<file path="src/include/pcg_cfg.svh">
// Constants for the PWM/capture glue block: offsets, codes, reset values.
// Assumes byte addressing on a 32-bit register bus.
`ifndef PCG_CFG_SVH
`define PCG_CFG_SVH
`define PCG_OFS_TB 8'h00
`define PCG_OFS_PWMG 8'h04
`define PCG_OFS_CAPGA 8'h08
`define PCG_OFS_CAPGB 8'h0C
`define PCG_OFS_ENCA 8'h10
`define PCG_OFS_ENCB 8'h14
`define PCG_OFS_CSA 8'h18
`define PCG_OFS_CSB 8'h1C
`define PCG_OFS_TSA 8'h20
`define PCG_OFS_TSB 8'h24
`define PCG_OFS_CF 8'h28
`define PCG_OFS_AUX 8'h2C
`define PCG_BIT_ALIGN 1
`define PCG_BIT_OSC 0
`define PCG_BIT_PLL 1
`define PCG_SEL_ASYNC 3'h1
`define PCG_SEL_SYNC 3'h2
`define PCG_SEL_FILT 3'h4
`define PCG_ENC_OR 3'h1
`define PCG_ENC_ONE 3'h2
`define PCG_ENC_TWO 3'h4
`define PCG_CAP_SYNC 3'h1
`define PCG_CAP_FILT 3'h2
`define PCG_STRETCH_CYC 8
`define PCG_FILT_CYC 6
`endif

</file>
<file path="src/include/pcg_pkg.sv">
// Shared types of the PWM/capture glue block.
// Assumes pcg_cfg.svh supplies the numeric constants.
package pcg_pkg;
   typedef logic [2:0] pcg_sel_t;
   typedef enum logic [1:0] {
      PCG_RESP_OKAY = 2'h0,
      PCG_RESP_SLVERR = 2'h2
   } pcg_resp_t;
   typedef enum logic [2:0] {
      PCG_PATH_ASYNC = 3'b001,
      PCG_PATH_SYNC = 3'b010,
      PCG_PATH_FILT = 3'b100
   } pcg_path_t;
endpackage

</file>
<file path="src/rtl/pcg_top.sv">
// Glue around PWM, capture and encoder modules with an AXI4-Lite slave.
// Assumes one 25 MHz peripheral clock and synchronous active-low reset.
`timescale 1ns/1ps
`default_nettype none
`include "pcg_cfg.svh"
module pcg_top #(
   parameter int NPWM = 7,
   parameter int NCAP = 6,
   parameter int NTRIP = 3,
   parameter int ADDR_W = 8
) (
   // Clock and reset
   input wire logic i_clk,
   input wire logic i_rst_n,
   // AXI4-Lite write
   input wire logic [ADDR_W-1:0] i_s_axi_awaddr,
   input wire logic i_s_axi_awvalid,
   output logic o_s_axi_awready,
   input wire logic [31:0] i_s_axi_wdata,
   input wire logic [3:0] i_s_axi_wstrb,
   input wire logic i_s_axi_wvalid,
   output logic o_s_axi_wready,
   output logic [1:0] o_s_axi_bresp,
   output logic o_s_axi_bvalid,
   input wire logic i_s_axi_bready,
   // AXI4-Lite read
   input wire logic [ADDR_W-1:0] i_s_axi_araddr,
   input wire logic i_s_axi_arvalid,
   output logic o_s_axi_arready,
   output logic [31:0] o_s_axi_rdata,
   output logic [1:0] o_s_axi_rresp,
   output logic o_s_axi_rvalid,
   input wire logic i_s_axi_rready,
   // PWM clocking and sync
   output logic [NPWM-1:0] o_pwm_clock_gate,
   output logic [NPWM-1:0] o_timebase_clock_run,
   input wire logic i_first_pwm_sync_pulse,
   output logic o_first_pwm_sync_out,
   // Trip inputs to PWM modules
   input wire logic [NTRIP-1:0] i_trip_input_low,
   output logic [NTRIP-1:0] o_trip_input_low,
   input wire logic i_encoder_one_phase_fault,
   input wire logic i_encoder_two_phase_fault,
   output logic [NPWM-1:0] o_encoder_fault_trip_low,
   input wire logic i_osc_fail_event,
   input wire logic i_pll_slip_event,
   output logic o_clock_fail_trip_low,
   input wire logic i_cpu_debug_halt,
   output logic o_debug_halt_trip_low,
   // Capture modules
   output logic [NCAP-1:0] o_capture_clock_gate,
   input wire logic [NCAP-1:0] i_capture_pin,
   output logic [NCAP-1:0] o_capture_pin,
   output logic [NCAP-1:0] o_capture_pin_oe,
   output logic [NCAP-1:0] o_capture_in,
   input wire logic [NCAP-1:0] i_capture_aux_pwm
);
   if (NPWM != 7 || NCAP != 6 || NTRIP != 3 || ADDR_W < 8) begin : g_bad
      $error("pcg_top: register layout needs 7 PWM, 6 capture, 3 trip");
   end

   typedef struct packed {
      logic awready;
      logic wready;
      logic aw_have;
      logic w_have;
      logic [7:0] waddr;
      logic [31:0] wdata;
      logic [3:0] wstrb;
      logic bvalid;
      logic [1:0] bresp;
      logic arready;
      logic rvalid;
      logic [31:0] rdata;
      logic [1:0] rresp;
      logic align;
      logic [6:0] pwm_gate;
      logic [5:0] cap_gate;
      logic [6:0][2:0] enc_sel;
      logic [5:0][2:0] cap_sel;
      logic [2:0][2:0] trip_sel;
      logic osc_flag;
      logic pll_flag;
      logic [5:0] aux_en;
      logic [6:0] pwm_en_out;
      logic [6:0] tb_run;
      logic [5:0] cap_en_out;
      logic [6:0] enc_trip;
      logic clk_trip;
      logic dbg_trip;
      logic [5:0] cap_in;
      logic [5:0] cap_pin;
      logic [5:0] cap_oe;
   } pcg_st_t;

   pcg_st_t st_q, st_d;
   logic [NTRIP-1:0] trip_sync, trip_filt;
   logic [NCAP-1:0] cap_sync, cap_filt;
   logic sync_level;

   // Four 3-bit fields, one per byte lane
   function automatic logic [31:0] pack4(input logic [3:0][2:0] f);
      return {5'h00, f[3], 5'h00, f[2], 5'h00, f[1], 5'h00, f[0]};
   endfunction

   function automatic logic addr_ok(input logic [7:0] a);
      return (a[1:0] == 2'h0) && (a <= `PCG_OFS_AUX);
   endfunction

   function automatic logic [31:0] rd_word(input pcg_st_t s, input logic [7:0] a);
      logic [3:0][2:0] f;
      logic [31:0] r;
      f = '0;
      r = '0;
      if (a == `PCG_OFS_TB) begin
         for (int i = 1; i < 4; i++) f[i] = {2'h0, s.pwm_gate[i-1]};
         r = pack4(f);
         r[`PCG_BIT_ALIGN] = s.align;
      end else if (a == `PCG_OFS_PWMG) begin
         for (int i = 0; i < 4; i++) f[i] = {2'h0, s.pwm_gate[i+3]};
         r = pack4(f);
      end else if (a == `PCG_OFS_CAPGA) begin
         for (int i = 0; i < 4; i++) f[i] = {2'h0, s.cap_gate[i]};
         r = pack4(f);
      end else if (a == `PCG_OFS_CAPGB) begin
         for (int i = 0; i < 2; i++) f[i] = {2'h0, s.cap_gate[i+4]};
         r = pack4(f);
      end else if (a == `PCG_OFS_ENCA) begin
         for (int i = 0; i < 4; i++) f[i] = s.enc_sel[i];
         r = pack4(f);
      end else if (a == `PCG_OFS_ENCB) begin
         for (int i = 0; i < 3; i++) f[i] = s.enc_sel[i+4];
         r = pack4(f);
      end else if (a == `PCG_OFS_CSA) begin
         for (int i = 0; i < 4; i++) f[i] = s.cap_sel[i];
         r = pack4(f);
      end else if (a == `PCG_OFS_CSB) begin
         for (int i = 0; i < 2; i++) f[i] = s.cap_sel[i+4];
         r = pack4(f);
      end else if (a == `PCG_OFS_TSA) begin
         f[2] = s.trip_sel[0];
         f[3] = s.trip_sel[1];
         r = pack4(f);
      end else if (a == `PCG_OFS_TSB) begin
         f[0] = s.trip_sel[2];
         r = pack4(f);
      end else if (a == `PCG_OFS_CF) begin
         r[`PCG_BIT_OSC] = s.osc_flag;
         r[`PCG_BIT_PLL] = s.pll_flag;
      end else if (a == `PCG_OFS_AUX) begin
         r[5:0] = s.aux_en;
      end
      return r;
   endfunction

   function automatic pcg_pkg::pcg_path_t trip_path(input pcg_pkg::pcg_sel_t s);
      if (s == `PCG_SEL_SYNC) return pcg_pkg::PCG_PATH_SYNC;
      else if (s == `PCG_SEL_FILT) return pcg_pkg::PCG_PATH_FILT;
      else return pcg_pkg::PCG_PATH_ASYNC;
   endfunction

   always_comb begin
      logic [31:0] old;
      logic [31:0] msk;
      logic [31:0] nw;
      logic [31:0] clr;
      logic [7:0] ra;
      st_d = st_q;
      old = rd_word(st_q, st_q.waddr);
      msk = {{8{st_q.wstrb[3]}}, {8{st_q.wstrb[2]}},
             {8{st_q.wstrb[1]}}, {8{st_q.wstrb[0]}}};
      nw = (old & ~msk) | (st_q.wdata & msk);
      clr = '0;
      ra = i_s_axi_araddr[7:0];
      // Write channels taken in either order
      if (i_s_axi_awvalid && st_q.awready) begin
         st_d.aw_have = 1'b1;
         st_d.waddr = i_s_axi_awaddr[7:0];
      end
      if (i_s_axi_wvalid && st_q.wready) begin
         st_d.w_have = 1'b1;
         st_d.wdata = i_s_axi_wdata;
         st_d.wstrb = i_s_axi_wstrb;
      end
      if (st_q.bvalid && i_s_axi_bready) begin
         st_d.bvalid = 1'b0;
      end
      if (st_q.aw_have && st_q.w_have && !st_q.bvalid) begin
         st_d.aw_have = 1'b0;
         st_d.w_have = 1'b0;
         st_d.bvalid = 1'b1;
         st_d.bresp = addr_ok(st_q.waddr) ? pcg_pkg::PCG_RESP_OKAY
                                          : pcg_pkg::PCG_RESP_SLVERR;
         if (st_q.waddr == `PCG_OFS_TB) begin
            st_d.align = nw[`PCG_BIT_ALIGN];
            for (int i = 1; i < 4; i++) st_d.pwm_gate[i-1] = nw[8*i];
         end else if (st_q.waddr == `PCG_OFS_PWMG) begin
            for (int i = 0; i < 4; i++) st_d.pwm_gate[i+3] = nw[8*i];
         end else if (st_q.waddr == `PCG_OFS_CAPGA) begin
            for (int i = 0; i < 4; i++) st_d.cap_gate[i] = nw[8*i];
         end else if (st_q.waddr == `PCG_OFS_CAPGB) begin
            for (int i = 0; i < 2; i++) st_d.cap_gate[i+4] = nw[8*i];
         end else if (st_q.waddr == `PCG_OFS_ENCA) begin
            for (int i = 0; i < 4; i++) st_d.enc_sel[i] = nw[8*i +: 3];
         end else if (st_q.waddr == `PCG_OFS_ENCB) begin
            for (int i = 0; i < 3; i++) st_d.enc_sel[i+4] = nw[8*i +: 3];
         end else if (st_q.waddr == `PCG_OFS_CSA) begin
            for (int i = 0; i < 4; i++) st_d.cap_sel[i] = nw[8*i +: 3];
         end else if (st_q.waddr == `PCG_OFS_CSB) begin
            for (int i = 0; i < 2; i++) st_d.cap_sel[i+4] = nw[8*i +: 3];
         end else if (st_q.waddr == `PCG_OFS_TSA) begin
            st_d.trip_sel[0] = nw[16 +: 3];
            st_d.trip_sel[1] = nw[24 +: 3];
         end else if (st_q.waddr == `PCG_OFS_TSB) begin
            st_d.trip_sel[2] = nw[2:0];
         end else if (st_q.waddr == `PCG_OFS_CF) begin
            clr = st_q.wdata & msk;
         end else if (st_q.waddr == `PCG_OFS_AUX) begin
            st_d.aux_en = nw[5:0];
         end
      end
      st_d.awready = !st_d.aw_have;
      st_d.wready = !st_d.w_have;
      // Read answers one cycle after the address is taken
      if (st_q.rvalid && i_s_axi_rready) begin
         st_d.rvalid = 1'b0;
      end
      if (i_s_axi_arvalid && st_q.arready) begin
         st_d.rvalid = 1'b1;
         st_d.rdata = rd_word(st_q, ra);
         st_d.rresp = addr_ok(ra) ? pcg_pkg::PCG_RESP_OKAY
                                  : pcg_pkg::PCG_RESP_SLVERR;
      end
      st_d.arready = !st_d.rvalid;
      st_d.osc_flag = (st_q.osc_flag & ~clr[`PCG_BIT_OSC]) | i_osc_fail_event;
      st_d.pll_flag = (st_q.pll_flag & ~clr[`PCG_BIT_PLL]) | i_pll_slip_event;
      st_d.clk_trip = !(st_q.osc_flag || st_q.pll_flag);
      st_d.dbg_trip = !i_cpu_debug_halt;
      st_d.pwm_en_out = st_q.pwm_gate;
      st_d.cap_en_out = st_q.cap_gate;
      st_d.tb_run = st_q.pwm_gate & {7{st_q.align}};
      for (int i = 0; i < 7; i++) begin
         if (st_q.enc_sel[i] == `PCG_ENC_ONE) begin
            st_d.enc_trip[i] = !i_encoder_one_phase_fault;
         end else if (st_q.enc_sel[i] == `PCG_ENC_TWO) begin
            st_d.enc_trip[i] = !i_encoder_two_phase_fault;
         end else begin
            st_d.enc_trip[i] = !(i_encoder_one_phase_fault ||
                                 i_encoder_two_phase_fault);
         end
      end
      for (int i = 0; i < 6; i++) begin
         st_d.cap_in[i] = (st_q.cap_sel[i] == `PCG_CAP_FILT) ? cap_filt[i]
                                                            : cap_sync[i];
         st_d.cap_pin[i] = st_q.aux_en[i] & i_capture_aux_pwm[i];
         st_d.cap_oe[i] = st_q.aux_en[i];
      end
   end

   always_ff @(posedge i_clk) begin
      if (!i_rst_n) begin
         st_q <= '0;
         st_q.awready <= 1'b1;
         st_q.wready <= 1'b1;
         st_q.arready <= 1'b1;
         st_q.pwm_gate <= '1;
         st_q.cap_gate <= '1;
         st_q.pwm_en_out <= '1;
         st_q.cap_en_out <= '1;
         st_q.enc_sel <= {7{`PCG_ENC_OR}};
         st_q.cap_sel <= {6{`PCG_CAP_SYNC}};
         st_q.trip_sel <= {3{`PCG_SEL_ASYNC}};
         st_q.enc_trip <= '1;
         st_q.clk_trip <= 1'b1;
         st_q.dbg_trip <= 1'b1;
      end else begin
         st_q <= st_d;
      end
   end

   pcg_in_cond #(.W(NTRIP), .FILT(`PCG_FILT_CYC)) u_trip_cond (
      .i_clk(i_clk),
      .i_rst_n(i_rst_n),
      .i_in(i_trip_input_low),
      .o_sync(trip_sync),
      .o_filt(trip_filt)
   );

   pcg_in_cond #(.W(NCAP), .FILT(`PCG_FILT_CYC), .IDLE(1'b0)) u_cap_cond (
      .i_clk(i_clk),
      .i_rst_n(i_rst_n),
      .i_in(i_capture_pin),
      .o_sync(cap_sync),
      .o_filt(cap_filt)
   );

   pcg_stretch #(.LEN(`PCG_STRETCH_CYC)) u_sync_stretch (
      .i_clk(i_clk),
      .i_rst_n(i_rst_n),
      .i_pulse(i_first_pwm_sync_pulse),
      .o_level(sync_level)
   );

   // path mux; async must bypass every flop
   for (genvar t = 0; t < NTRIP; t++) begin : g_trip
      pcg_pkg::pcg_path_t p;
      assign p = trip_path(st_q.trip_sel[t]);
      assign o_trip_input_low[t] =
         (p == pcg_pkg::PCG_PATH_SYNC) ? trip_sync[t] :
         (p == pcg_pkg::PCG_PATH_FILT) ? trip_filt[t] : i_trip_input_low[t];
   end

   assign o_s_axi_awready = st_q.awready;
   assign o_s_axi_wready = st_q.wready;
   assign o_s_axi_bresp = st_q.bresp;
   assign o_s_axi_bvalid = st_q.bvalid;
   assign o_s_axi_arready = st_q.arready;
   assign o_s_axi_rdata = st_q.rdata;
   assign o_s_axi_rresp = st_q.rresp;
   assign o_s_axi_rvalid = st_q.rvalid;
   assign o_pwm_clock_gate = st_q.pwm_en_out;
   assign o_timebase_clock_run = st_q.tb_run;
   assign o_first_pwm_sync_out = sync_level;
   assign o_encoder_fault_trip_low = st_q.enc_trip;
   assign o_clock_fail_trip_low = st_q.clk_trip;
   assign o_debug_halt_trip_low = st_q.dbg_trip;
   assign o_capture_clock_gate = st_q.cap_en_out;
   assign o_capture_pin = st_q.cap_pin;
   assign o_capture_pin_oe = st_q.cap_oe;
   assign o_capture_in = st_q.cap_in;
endmodule // pcg_top
`default_nettype wire

</file>
<file path="src/rtl/pcg_in_cond.sv">
// Double synchroniser plus stable-level filter, one lane per bit.
// Assumes inputs are plain levels; both outputs are registered.
`timescale 1ns/1ps
`default_nettype none
module pcg_in_cond #(
   parameter int W = 1,
   parameter int FILT = 6,
   parameter bit IDLE = 1'b1
) (
   // Clock and reset
   input wire logic i_clk,
   input wire logic i_rst_n,
   // Data
   input wire logic [W-1:0] i_in,
   output logic [W-1:0] o_sync,
   output logic [W-1:0] o_filt
);
   localparam int CW = $clog2(FILT + 1);
   if (W < 1 || FILT < 1) begin : g_bad
      $error("pcg_in_cond: W and FILT must be positive");
   end
   typedef struct packed {
      logic [W-1:0] s1;
      logic [W-1:0] s2;
      logic [W-1:0] filt;
      logic [W-1:0][CW-1:0] cnt;
   } pcg_ic_t;
   pcg_ic_t st_q, st_d;
   always_comb begin
      st_d = st_q;
      st_d.s1 = i_in;
      st_d.s2 = st_q.s1;
      for (int i = 0; i < W; i++) begin
         if (st_q.s2[i] == st_q.filt[i]) begin
            st_d.cnt[i] = '0;
         end else if (st_q.cnt[i] == CW'(FILT - 1)) begin
            st_d.cnt[i] = '0;
            st_d.filt[i] = st_q.s2[i];
         end else begin
            st_d.cnt[i] = st_q.cnt[i] + CW'(1);
         end
      end
   end
   // Reset to the pin's idle level, so no false edge follows reset
   always_ff @(posedge i_clk) begin
      if (!i_rst_n) begin
         st_q <= '{s1: {W{IDLE}}, s2: {W{IDLE}}, filt: {W{IDLE}}, cnt: '0};
      end else begin
         st_q <= st_d;
      end
   end
   assign o_sync = st_q.s2;
   assign o_filt = st_q.filt;
endmodule // pcg_in_cond
`default_nettype wire

</file>
<file path="src/rtl/pcg_stretch.sv">
// Pulse stretcher: holds its output high LEN cycles after a pulse.
// Assumes a synchronous input pulse; a new pulse restarts the count.
`timescale 1ns/1ps
`default_nettype none
module pcg_stretch #(
   parameter int LEN = 8
) (
   // Clock and reset
   input wire logic i_clk,
   input wire logic i_rst_n,
   // Pulse in, stretched level out
   input wire logic i_pulse,
   output logic o_level
);
   localparam int CW = $clog2(LEN + 1);
   if (LEN < 1) begin : g_bad
      $error("pcg_stretch: LEN must be positive");
   end
   typedef struct packed {
      logic [CW-1:0] cnt;
      logic out;
   } pcg_sr_t;
   pcg_sr_t st_q, st_d;
   always_comb begin
      st_d = st_q;
      if (i_pulse) begin
         st_d.cnt = CW'(LEN);
      end else if (st_q.cnt != '0) begin
         st_d.cnt = st_q.cnt - CW'(1);
      end
      st_d.out = (st_d.cnt != '0);
   end
   always_ff @(posedge i_clk) begin
      if (!i_rst_n) begin
         st_q <= '0;
      end else begin
         st_q <= st_d;
      end
   end
   assign o_level = st_q.out;
endmodule // pcg_stretch
`default_nettype wire

</file>
<file path="config.mk">
export PLATFORM = sky130hd
export DESIGN_NAME = pcg_top
export DESIGN_NICKNAME = d
export VERILOG_FILES = /design/src/include/pcg_pkg.sv /design/src/rtl/pcg_top.sv /design/src/rtl/pcg_in_cond.sv /design/src/rtl/pcg_stretch.sv
export VERILOG_INCLUDE_DIRS = /design/src /design/src/include
export SDC_FILE = /design/constraint.sdc
export NUM_CORES = 1
export LEC_CHECK = 0
export ABC_AREA = 1
export BUFFER_PORTS_ARGS = -buffer_cell sky130_fd_sc_hd__buf_4
export CORE_ASPECT_RATIO = 0.75
export CORE_MARGIN = 2
export CORE_UTILIZATION = 35
export DETAILED_ROUTE_END_ITERATION = 12
export PLACE_DENSITY = 0.61
export RECOVER_POWER = 25
export SLEW_MARGIN = 20
export SYNTH_ARGS = -nofsm -noshare
export SYNTH_HDL_FRONTEND = slang
export SYNTH_SLANG_ARGS = --single-unit
</file>
<file path="constraint.sdc">
create_clock -name i_clk -period 2.05 [get_ports i_clk]
set_clock_uncertainty 0.2 [all_clocks]
set_input_delay 0.205 -clock i_clk [delete_from_list [all_inputs] [get_ports i_clk]]
set_output_delay 0.205 -clock i_clk [all_outputs]
set_load 0.02 [all_outputs]
</file>
Word level (Yosys, flattened, before mapping)
Cells that the tools add are included.

Bits in registers: 258. Bits of input ports: 80. Output and inout port bits: 92.

Add/subtract/negate cells: 10. Magnitude comparators: 2. Equal/unequal tests: 72. Mux-type cells: 81. Bitwise logic cells: 38. Reductions and logical operators: 56.

Operators by type and width (number): 2-to-1 mux 27 bit (18); == test 3 bit (second input constant) (22); == test 8 x 5 -> 1 bit (second input constant) (8); == test 8 x 6 -> 1 bit (second input constant) (8); == test 3 x 2 -> 1 bit (second input constant) (19); AND 27 bit (2); 2-to-1 mux 35 bit (1); 2-to-1 mux 2 bit (17); == test 8 x 4 -> 1 bit (second input constant) (4); 2-to-1 mux 1 bit (30); adder 3 x 1 -> 3 bit (second input constant) (9); inverter 27 bit (1); OR 27 bit (1); OR reduction 3 bit (9); 2-to-1 mux 6 bit (4); inverter 1 bit (23); 2-to-1 mux 3 bit (7); AND reduction 2 bit (10); == test 8 x 3 -> 1 bit (second input constant) (2); <= comparator 8 x 6 -> 1 bit (second input constant) (2); logical NOT 8 bit (2); 2-to-1 mux 4 bit (4); AND reduction 13 bit (1); AND reduction 11 bit (1); other kinds (19) (54).

Logic depth before layout (Yosys ltp)
Gate-level depths: netlist (run 1).

Depth in word-level cells: 16. Depth in mapped cells: 16. Gate-level depth less buffers: 16.

By module
A second synthesis (run 1) with hierarchy kept.

Cell total of the unflattened synthesis: 1400. Area, all modules: 10576.4 um^2.

Modules (own cells, without submodules): pcg_top (instances 1, cells an instance 1096, area an instance 8077.7 um^2); pcg_in_cond at u_cap_cond (instances 1, cells an instance 183, area an instance 1508.9 um^2); pcg_in_cond at u_trip_cond (instances 1, cells an instance 82, area an instance 732.0 um^2); pcg_stretch (instances 1, cells an instance 39, area an instance 257.7 um^2).

Worst setup path after synthesis (run 1)
Ideal clock, no wire load.

Kind: flip-flop to flip-flop. From: reg st_q (netlist bit o_s_axi_bvalid). To: reg st_q[74] (netlist bit). Library setup time: 0.115 ns. Arrival time: 1.486 ns. Required time: 1.735 ns. Setup slack: 0.249 ns. Cell stages (with the launch flop): 9. Clock period less this slack: 1.801 ns. Cells stage by stage: dfxtp_1 > nor2_4 > inv_2 > buf_2 > nor2_4 > inv_2 > buf_2 > o21ai_0 > inv_1.

Cells in the longest elaborated chain, start to end: 3.

RTL lines: start: declaration (RTL line pcg_top.sv:96) `pcg_st_t st_q, st_d;`; start signal: assignment (RTL line pcg_top.sv:277) `st_q <= st_d;`; logical NOT 1 bit (RTL line pcg_top.sv:188) `if (st_q.aw_have && st_q.w_have && !st_q.bvalid) begin`; logical AND 1 bit (RTL line pcg_top.sv:188); AND reduction 8 bit (no source line).

Every way passes these cells. A chain may end at the register's enable or synchronous reset.

Final worst setup path (run 1)
From: reg st_q[192] (netlist bit). To: reg st_q[61] (netlist bit).

Cells in the longest elaborated chain, start to end: 15.

RTL lines: == test 8 x 6 -> 1 bit (no source line); 2-to-1 mux 6 bit (RTL line pcg_top.sv:150) `` end else if (a == `PCG_OFS_AUX) begin ``; 2-to-1 mux 2 bit (RTL line pcg_top.sv:147) `` end else if (a == `PCG_OFS_CF) begin ``; 2-to-1 mux 6 bit (RTL line pcg_top.sv:144) `` end else if (a == `PCG_OFS_TSB) begin ``; 2-to-1 mux 27 bit (RTL line pcg_top.sv:140) `` end else if (a == `PCG_OFS_TSA) begin ``; 2-to-1 mux 27 bit (RTL line pcg_top.sv:137) `` end else if (a == `PCG_OFS_CSB) begin ``; 2-to-1 mux 27 bit (RTL line pcg_top.sv:134) `` end else if (a == `PCG_OFS_CSA) begin ``; 2-to-1 mux 27 bit (RTL line pcg_top.sv:131) `` end else if (a == `PCG_OFS_ENCB) begin ``; 2-to-1 mux 27 bit (RTL line pcg_top.sv:128) `` end else if (a == `PCG_OFS_ENCA) begin ``; 2-to-1 mux 27 bit (RTL line pcg_top.sv:125) `` end else if (a == `PCG_OFS_CAPGB) begin ``; 2-to-1 mux 27 bit (RTL line pcg_top.sv:122) `` end else if (a == `PCG_OFS_CAPGA) begin ``; 2-to-1 mux 27 bit (RTL line pcg_top.sv:119) `` end else if (a == `PCG_OFS_PWMG) begin ``; 2-to-1 mux 27 bit (RTL line pcg_top.sv:115) `` if (a == `PCG_OFS_TB) begin ``; AND 27 bit (RTL line pcg_top.sv:172) `nw = (old & ~msk) | (st_q.wdata & msk);`; OR 27 bit (RTL line pcg_top.sv:172).

Parallel ways exist; a longest one is shown, timed or not.

==> results.cfg, run 1 <==
[worst_hold_path]
holdCritStartpoint = i_s_axi_arvalid
hold_path_class = in -> reg

[yosys]
synth_edf_count = 0
postSynth.asyncResetShare_pct = 0
synth-seq-cells = 227
yosysSeqAreaShare_pct = 43.76
synth_top_flop_cell = dfxtp_1
synth_cell_types = 49
netlist_area_um2 = 10380
ys_top_cells_by_area = dfxtp_1 (44%), nand2_1 (9.3%), inv_1 (6.5%)
syn_avg_cell_area_um2 = 7.514
synth_top_cell_by_area = dfxtp_1
synth_top_area_share_pct = 43.76
synthCells = 1382
ys_warn_count = 0

[timing]
fin_crit_sh_pct = 99.24
final.setup.tns_ns = 0
period_minus_slack_ns = 2.035
relSlewSlack_pct = 45.58
rsz0062_at_grt = true
slew_viol_final = 0
hold_viol_final = 0
setup_violations = 0
tightest_slew_ns = 0.8078
fmax_mhz = 491.5

[critical_path]
path_depth = 15
crit_family = simple AND/OR/NAND/NOR gates
reg2reg_setup_slack_ns = 0.02
worst_setup_path_end_kind = flip-flop
cpMostUsedCell = nand2_1
required_ns = 2.27
critical_path.slowest_cell = dfxtp_2
max_stage_delay_ns = 0.35
crit_path_start = st_q[192]
reg2reg_from = st_q[192]
crit_chain = inv_2, nand2_4, nor2_4, nand2_4, inv_2, buf_6, buf_4, a21oi_1, nand2_1, nand2_1, nand2_1, nand2_2, nand2_4, nand2_1, nand2_1
endpoint = st_q[61]
ff2ff_path_depth = 15
reg2reg_to = st_q[61]
critPathLaunchType = flip-flop
worst_ep_arrival_time_ns = 2.25
critPathBufInv = 4
critical_path_class = reg -> reg
worstPathMaxFanout = 8

[drt]
ant_nets = 0
wl_per_cell_um = 15.54
firstDrtPassIters = 5
dr.first_iter.drc_count = 561
drcViolationCount = 0
via_per_inst = 4.715
vias = 9539
wl_um = 31430

[power]
peakVddDrop_mv = 0.5523
power_density_nw_per_um2 = 755.7
p_leak_nw = 6.301
finalPower_w = 0.01046

[clocking]
cts-root-buf = clkbuf_16
cts_buffers = 24
h-tree-depth = 1
clk-insertion-delay-late_ns = 0.54
cts_tree = done
path_clk_slew_ns = 0.07
cts_max_path_buffers = 3
cts_sinks = 227

[global_route]
grt_pass1_vias = 9105
grt_use_total_pct = 19.94
grt-ovfl-total = 0
grt_first_pass_wirelength_um = 48870
grt_max_degree = 79
antenna_found_initial = 0

[die]
initial_core_util_pct = 35.66
die_x_um = 202.9
die-area_um2 = 31080
rows = 54
fp.dieH_um = 153.2
core_um2 = 29120
pin_count = 172

[place]
placed_cell_area_um2 = 11870
dpl.hpwl_um = 23430
portBuffers = 135
place_congestion = 0.9619
placed_cells = 1893

[cells_and_area]
multi_input_area_um2 = 4652
num_antenna_cells = 0
syn_to_final_growth_pct = 33.32
finalNetCount = 1715
drive_gt1_share_pct = 25.94
final_common_cell = nand2_1
num-fill-cells = 2897
final_cells = 2023
fin_util_pct = 47.54
regArea_um2 = 4556
final_area_um2 = 13840
layout_common_cells = nand2_1 (235), buf_4 (229), dfxtp_1 (218)

[flow_run]
cap_viol_max_count = 0

[status]
status = finished clean
[power breakdown]
part / internal, W / switching [W]
combinational: 0.000535 / 0.000750
clock: 0.00277 / 0.00178
sequential: 0.00454 / 0.0000846
[flip-flops by register name, summed over array words and instances, names as in the netlist, 6 cells and up]
name                      flops
o_capture_in                  6
o_timebase_clock_run          7
u_cap_cond.o_filt             6
st_d                         19
u_cap_cond.st_d               6
o_pwm_clock_gate              7
st_q                         80
u_cap_cond.st_q              18
o_s_axi_rdata                15
o_capture_pin                 6
o_capture_clock_gate          6
o_encoder_fault_trip_low      7
o_capture_pin_oe              6
u_trip_cond.st_q              9
u_cap_cond.o_sync             6
[layer usage]
layer | track usage [%] | part of all wire (%) | vias to the layer above
met5 | 0 | 0 | -
met4 | 4.310 | 1.9 | 0
met3 | 5.288 | 7.6 | 47
met2 | 31.34 | 43 | 280
met1 | 27.43 | 47 | 4391
li1 | - | - | 4821
[metrics by stage]
step / setup slack, ns / hold slack, ns
after floorplan: 0.2488 / 0.06694
after global placement: -0.05220 / 0.1703
after detailed placement: -0.06656 / 0.1724
after CTS: -0.02240 / 0.01772
after global routing: -0.1077 / 0.07149
final: 0.01550 / 0.06129
[timing repair]
item | in CTS | in global routing
buffers inserted | 2 | 24
cloned | 0 | 0
endpoints found under the hold margin | 77 | 0
setup endpoints to repair | 36 | 67
hold buffers | 63 | 0
pin swaps | 5 | 39
resized for setup | 15 | 91
[worst min path at each step]
stage,end,slack (ns),cells after the start
after CTS,o_s_axi_rdata[9],0.02,5
after floorplan,o_debug_halt_trip_low,0.07,1
final,o_s_axi_rdata[9],0.06,5
after global placement,o_debug_halt_trip_low,0.17,2
after detailed placement,o_debug_halt_trip_low,0.17,2
after global routing,o_s_axi_rdata[9],0.07,5
[area by class of cell]
type	count	share of cell area [%]
clock inverters	8	0.8948
flip-flops and latches	227	32.91
inverters	200	5.513
well taps	392	3.543
clock buffers	33	5.098
multi-input cells	855	33.60
repair buffers	308	18.44
[logic make-up after synthesis]
family	Yosys count	synth area share, %
xor gates and xnor gates	19	1.603
DFF	227	43.76
and+or+nand+nor	519	22.62
buffers and inverters	318	14.65
other	1	0.03611
adders and majority gates	19	2.289
AOI/OAI and AO/OA	279	15.04
[worst reg2reg max path: cells and delay by family, from the launching register on]
kind	cells	cell delay (ns)
simple gates	10	0.86
buf+inv	4	0.37
flops	1	0.35
compound gates	1	0.13
[synthesized netlist by cell type, types with 10 or more instances]
library cell / number
inv_2: 19
nand2_1: 257
nor2_1: 105
nand3_1: 77
o211ai_1: 10
o21ai_0: 66
ha_1: 19
dfxtp_1: 227
clkbuf_1: 29
nor3_1: 15
a21oi_1: 132
o21ai_1: 24
o22ai_1: 14
buf_4: 82
xor2_1: 10
inv_1: 179
nand2_2: 16
No activity file was read; power rests on OpenSTA's default activity.
==> inputs of run 2 (changes only) <==
==> constraint.sdc (replaced) <==
create_clock -name i_clk -period 2.05 [get_ports i_clk]
set_clock_uncertainty 0.2 [all_clocks]
set_input_delay 0.205 -clock i_clk [delete_from_list [all_inputs] [get_ports i_clk]]
set_output_delay 0.205 -clock i_clk [all_outputs]
set_load 0.1 [all_outputs]
==> run 2 against run 1 <==
Register-to-register slack lost 0.05 ns; worst setup slack got worse by 0.086 ns; die area stayed put; critical path type is now reg -> out; clock power fell by 1%; total power grew 3.4%; critical endpoint is now o_trip_input_low[2]; the flow now finishes with violations (negative setup slack); combinational power up 34%; via count increased by 2.3%; count of clock-buffer cells in the layout down 4; wire length increased by 2.0%; sequential power barely moved.
==> results.cfg, run 2 (synthesized netlist as in run 1, its figures left out) <==
[power]
p_leak_nw = 6.394
peakVddDrop_mv = 0.7065
pwr-share-seq_pct = 42.7
power_density_nw_per_um2 = 771.0
switching_power_w = 0.003020
comb_power_share_pct = 15.8
internal_power_w = 0.007798
p_sw_share_pct = 27.92
finalPower_w = 0.01082
power_frac_clock_pct = 41.5

[timing]
tightest_slew_ns = 0.8028
setup_violations = 11
final.setup.tns_ns = -0.1829
relSlewSlack_pct = 46.42
slew_viol_final = 0
setup_ws_ns = -0.07047
period_minus_slack_ns = 2.120
fmax_mhz = 471.6
fin_crit_sh_pct = 103.4
rsz0062_at_grt = true
hold_viol_final = 0

[cells_and_area]
final_common_cell = buf_4
final_area_um2 = 14030
num_antenna_cells = 0
multi_input_area_um2 = 4776
finalNetCount = 1718
largest_reg_flops = 80
layout_common_cells = buf_4 (229), nand2_1 (228), dfxtp_1 (212)
drive_gt1_share_pct = 27.51
top_register = st_q
num-fill-cells = 2871
syn_to_final_growth_pct = 35.13
regArea_um2 = 4566

[die]
initial_core_util_pct = 35.66
die_x_um = 202.9
core_um2 = 29120
fp.dieH_um = 153.2
die-area_um2 = 31080
pin_count = 172
rows = 54

[drt]
ant_nets = 0
wl_um = 32070
drcViolationCount = 0
wl_per_cell_um = 15.81
dr.first_iter.drc_count = 724
vias = 9761
via_per_inst = 4.813
firstDrtPassIters = 5

[global_route]
grt_use_total_pct = 20.30
grt_first_pass_wirelength_um = 50040
use_met3_pct = 4.264
use_met1_pct = 29.06
antenna_found_initial = 0
grt_max_degree = 86
busiest_layer = met2
grt-ovfl-total = 0
grt_pass1_vias = 9279
met2_usage_pct = 31.46

[critical_path]
required_ns = 1.64
worst_ep_arrival_time_ns = 1.72
critical_path_class = reg -> out
worst_setup_path_end_kind = output port
worstPathMaxFanout = 4
critPathLaunchType = flip-flop

[flow_run]
cap_viol_max_count = 0

[status]
violations = negative setup slack
status = finished with violations

[clocking]
path_clk_slew_ns = 0.07
cts_sinks = 227
h-tree-depth = 1
cts_tree = done
cts_max_path_buffers = 3
cts_buffers = 23
cts-root-buf = clkbuf_16
clk-insertion-delay-late_ns = 0.53

[place]
portBuffers = 135
place_congestion = 1.000
placed_cell_area_um2 = 11980
dpl.hpwl_um = 23860

[worst_hold_path]
hold_path_class = in -> reg
-- run 2: cell count changes in the layout (fill, tap and decap cells not counted), sizes merged --
cell	before	now
buf	243	251
clkbuf	35	30
clkinv	4	8
dlygate4sd3	63	60
bufinv	3	4
-- run 2: what timing repair did --
action,in CTS,in global routing
setup endpoints to repair,58,69
setup buffers,4,14
cloned,0,0
resized for setup,42,107
pin swaps,8,29
hold endpoints to repair,72,0
hold buffers,60,0
-- run 2: power groups by stage --
stage	Clock (W)	Combinational (W)	Sequential, W
after floorplan	0	0.000901	0.00478
after global placement	0	0.00143	0.00470
after detailed placement	0	0.00144	0.00471
after CTS	0.00460	0.00158	0.00461
after global routing	0.00478	0.00183	0.00463
final	0.00449	0.00171	0.00462
-- run 2: stage by stage --
step           setup WS, ns  hold slack, ns  std cells  util [%]
2_1_floorplan       -0.2956         0.06694       1400         -
4_1_cts            -0.09762         0.01366       2014     46.53
3_5_place_dp        -0.1162          0.1716       1909     41.15
6_report           -0.07047         0.02927       2028     48.18
3_3_place_gp        -0.1139          0.1698       1909     41.15
5_1_grt             -0.1615         0.03601       2028     48.18
-- run 2: layer usage --
metal | up-vias | part of all wire (%)
li1 | 4839 | -
met1 | 4572 | 48
met2 | 306 | 43
met3 | 44 | 7.1
met4 | 0 | 1.9
met5 | - | 0
-- run 2: worst max-delay path, stage by stage (launching register included) --
cell	delay [ns]
dfxtp_1	0.37
nor3_4	0.24
inv_2	0.06
o211ai_1	0.21
o21ai_2	0.11
buf_12	0.18
-- run 2: final cells by class --
class                           instances  area share, %
Sequential cell                       227          32.54
Clock buffer                           29          4.477
Inverter                              200          5.484
Tap cell                              392          3.496
Multi-Input combinational cell        855          34.04
Clock inverter                         13          1.240
Timing Repair Buffer                  312          18.73
-- run 2: worst paths after layout --
kind / startpoint / end / slack, ns / depth (start not counted)
worst max-delay path: st_q[62] / o_trip_input_low[2] / -0.07 / 5
worst min register to register: u_cap_cond.st_d[28] / u_cap_cond.o_sync[4] / 0.21 / 2
worst max register to register: st_q[192] / st_q[66] / -0.03 / 13
worst min-delay path: i_s_axi_wvalid / st_q[163] / 0.03 / 4
==> inputs of run 3 (changes only) <==
--- a/config.mk
+++ b/config.mk
@@ -6,13 +6,12 @@
 export SDC_FILE = /design/constraint.sdc
 export NUM_CORES = 1
 export LEC_CHECK = 0
-export ABC_AREA = 1
 export BUFFER_PORTS_ARGS = -buffer_cell sky130_fd_sc_hd__buf_4
 export CORE_ASPECT_RATIO = 0.75
 export CORE_MARGIN = 2
 export CORE_UTILIZATION = 35
 export DETAILED_ROUTE_END_ITERATION = 12
-export PLACE_DENSITY = 0.61
+export PLACE_DENSITY = 0.53
 export RECOVER_POWER = 25
 export SLEW_MARGIN = 20
 export SYNTH_ARGS = -nofsm -noshare
==> run 3 against run 2 <==
The flow still finishes with violations (negative setup slack); utilization is 2.4 points higher; largest power group is now clock; flip-flop and latch count is the same; combinational power increased by 9%.
==> results.cfg, run 3 <==
[status]
status = finished with violations
violations = negative setup slack

[critical_path]
required_ns = 2.33
reg2reg_from = st_q[197]
max_stage_delay_ns = 0.57
crit_path_start = st_q[197]
reg2reg_setup_slack_ns = -0.23
critical_path_class = reg -> reg
critPathBufInv = 2
worstPathMaxFanout = 8
worst_ep_arrival_time_ns = 2.55
worst_setup_path_end_kind = flip-flop
path_depth = 8
ff2ff_path_depth = 8
critPathLaunchType = flip-flop
reg2reg_to = st_q[76]
crit_chain = or4b_4, buf_6, nor2_8, buf_4, nand3_4, o2bb2ai_4, or3_1, nand3_1
critical_path.slowest_cell = or4b_4
crit_family = simple AND/OR/NAND/NOR gates
endpoint = st_q[76]

[cells_and_area]
largest_reg_flops = 80
drive_gt1_share_pct = 31.97
finalNetCount = 1575
final_common_cell = buf_4
syn_to_final_growth_pct = 42.17
layout_common_cells = buf_4 (276), dfxtp_1 (212), nand2_1 (134)
top_register = st_q
num_antenna_cells = 0

[yosys]
synthCells = 1201
synth-seq-cells = 227
yosysMostFrequentCell = dfxtp_1
ys_warn_count = 0
yosysSeqAreaShare_pct = 43.97
syn_avg_cell_area_um2 = 8.605
synth_top_flop_cell = dfxtp_1
postSynth.asyncResetShare_pct = 0
synth_top_area_share_pct = 43.97
ys_top_cells_by_area = dfxtp_1 (44%), buf_4 (6.0%), nand2_1 (5.4%)
synth_edf_count = 0
synth_top_cell_by_area = dfxtp_1
netlist_area_um2 = 10330
synth_cell_types = 70
synth_common_cells = dfxtp_1 (227), nand2_1 (148), nor2_1 (117)

[timing]
setup_ws_ns = -0.2261
relSlewSlack_pct = 43.00
tightest_slew_ns = 0.8550
fin_crit_sh_pct = 111.0
hold_viol_final = 0
period_minus_slack_ns = 2.276
final.setup.tns_ns = -5.116
slew_viol_final = 0
setup_violations = 53
fmax_mhz = 439.3
rsz0062_at_grt = true
fin_hold_ws_ns = 0.03578

[drt]
via_per_inst = 5.049
vias = 9528
drcViolationCount = 0
wl_per_cell_um = 18.26
wl_um = 34460
dr.first_iter.drc_count = 800
firstDrtPassIters = 5
ant_nets = 0

[global_route]
grt_use_total_pct = 21.68
antenna_found_initial = 1
grt-ovfl-total = 0
grt_max_degree = 50
grt_pass1_vias = 8904
grt_first_pass_wirelength_um = 52230

[die]
die-area_um2 = 30930
pin_count = 172
initial_core_util_pct = 35.57
die_x_um = 202.4
core_um2 = 29050
rows = 54
fp.dieH_um = 152.8

[clocking]
cts_tree = done
cts_buffers = 25
clk-insertion-delay-late_ns = 0.55
h-tree-depth = 1
path_clk_slew_ns = 0.07
cts_sinks = 227
cts-root-buf = clkbuf_16
cts_max_path_buffers = 3

[power]
p_leak_nw = 5.959
finalPower_w = 0.01142
peakVddDrop_mv = 0.5346
power_density_nw_per_um2 = 777.3

[flow_run]
cap_viol_max_count = 0

[place]
place_congestion = 0.8805
dpl.hpwl_um = 25030
portBuffers = 135

[worst_hold_path]
hold_path_class = in -> reg
-- run 3: changes by cell type in the layout (fill, tap and decap cells not counted), sizes merged, moves of 34 or more --
cell    previous run  this run
inv              199        34
nand2            277       148
buf              251       305
o21ai             90        47
nand2b             0        36
mux2i              0        35
a21oi            132        98
nand3             77        43
-- run 3: area by class of cell --
cell class | instances | area (um^2)
inverter | 32 | 122.6
multi-input combinational | 817 | 5370
sequential | 227 | 4578
timing repair buffer | 373 | 3226
clock buffer | 31 | 688.2
clock inverter | 15 | 217.7
fill | 2784 | 14360
tap | 392 | 490.5
-- run 3: what timing repair did --
action                                  4_1_cts  5_1_grt
cloned                                        2        0
pin swaps                                    23       35
endpoints found under the setup margin       73       72
hold buffers                                 65        0
hold endpoints to repair                     66        0
setup buffers                                13       19
resized for setup                            86       73
-- run 3: per-stage QoR --
step | utilization, % | std cells | setup slack, ns | cell area, um^2
4_1_cts | 49.06 | 1870 | -0.2021 | 14250
2_1_floorplan | - | 1219 | -0.09609 | 10450
6_report | 50.57 | 1887 | -0.2261 | 14690
3_3_place_gp | 42.05 | 1744 | -0.3272 | 12220
5_1_grt | 50.57 | 1887 | -0.2965 | 14690
3_5_place_dp | 42.05 | 1744 | -0.3422 | 12220
-- run 3: kinds of logic after synthesis --
| kind of cell | count (synthesis) | share of synthesized area [%] |
|---|---|---|
| adders and majority gates | 19 | 2.300 |
| other | 1 | 0.03628 |
| muxes | 49 | 5.242 |
| and+or+nand+nor | 464 | 21.95 |
| DFF | 227 | 43.97 |
| buffers and inverters | 175 | 9.576 |
| xor gates and xnor gates | 11 | 0.9323 |
| AOI/OAI and AO/OA | 255 | 15.99 |
-- run 3: power by group --
group          internal (W)  switching (W)
logic              0.000742        0.00113
registers           0.00452      0.0000944
clock network       0.00302        0.00192
-- run 3: worst register-to-register path: cells and delay by family, from the launching register on --
family,cells,cell delay [ns]
buf+inv,2,0.31
compound gates,1,0.16
simple gates,5,1.24
flops,1,0.33
-- run 3: per-layer routing --
metal,share of wire (%),GRT usage (%),up-vias
li1,-,-,4635
met1,48,31.94,4537
met2,43,32.83,314
met3,7.2,4.286,42
met4,2.0,4.171,0
met5,0,0,-
-- run 3: worst min-delay path by stage --
stage | from | endpoint | slack (ns) | cells past startpoint
2_1_floorplan | i_cpu_debug_halt | o_debug_halt_trip_low | 0.07 | 1
3_3_place_gp | i_cpu_debug_halt | o_debug_halt_trip_low | 0.17 | 2
3_5_place_dp | i_cpu_debug_halt | o_debug_halt_trip_low | 0.17 | 2
4_1_cts | i_s_axi_awvalid | st_q[201] | 0.03 | 4
5_1_grt | i_s_axi_wvalid | st_q[177] | 0.06 | 4
6_report | i_s_axi_awvalid | st_q[201] | 0.04 | 4
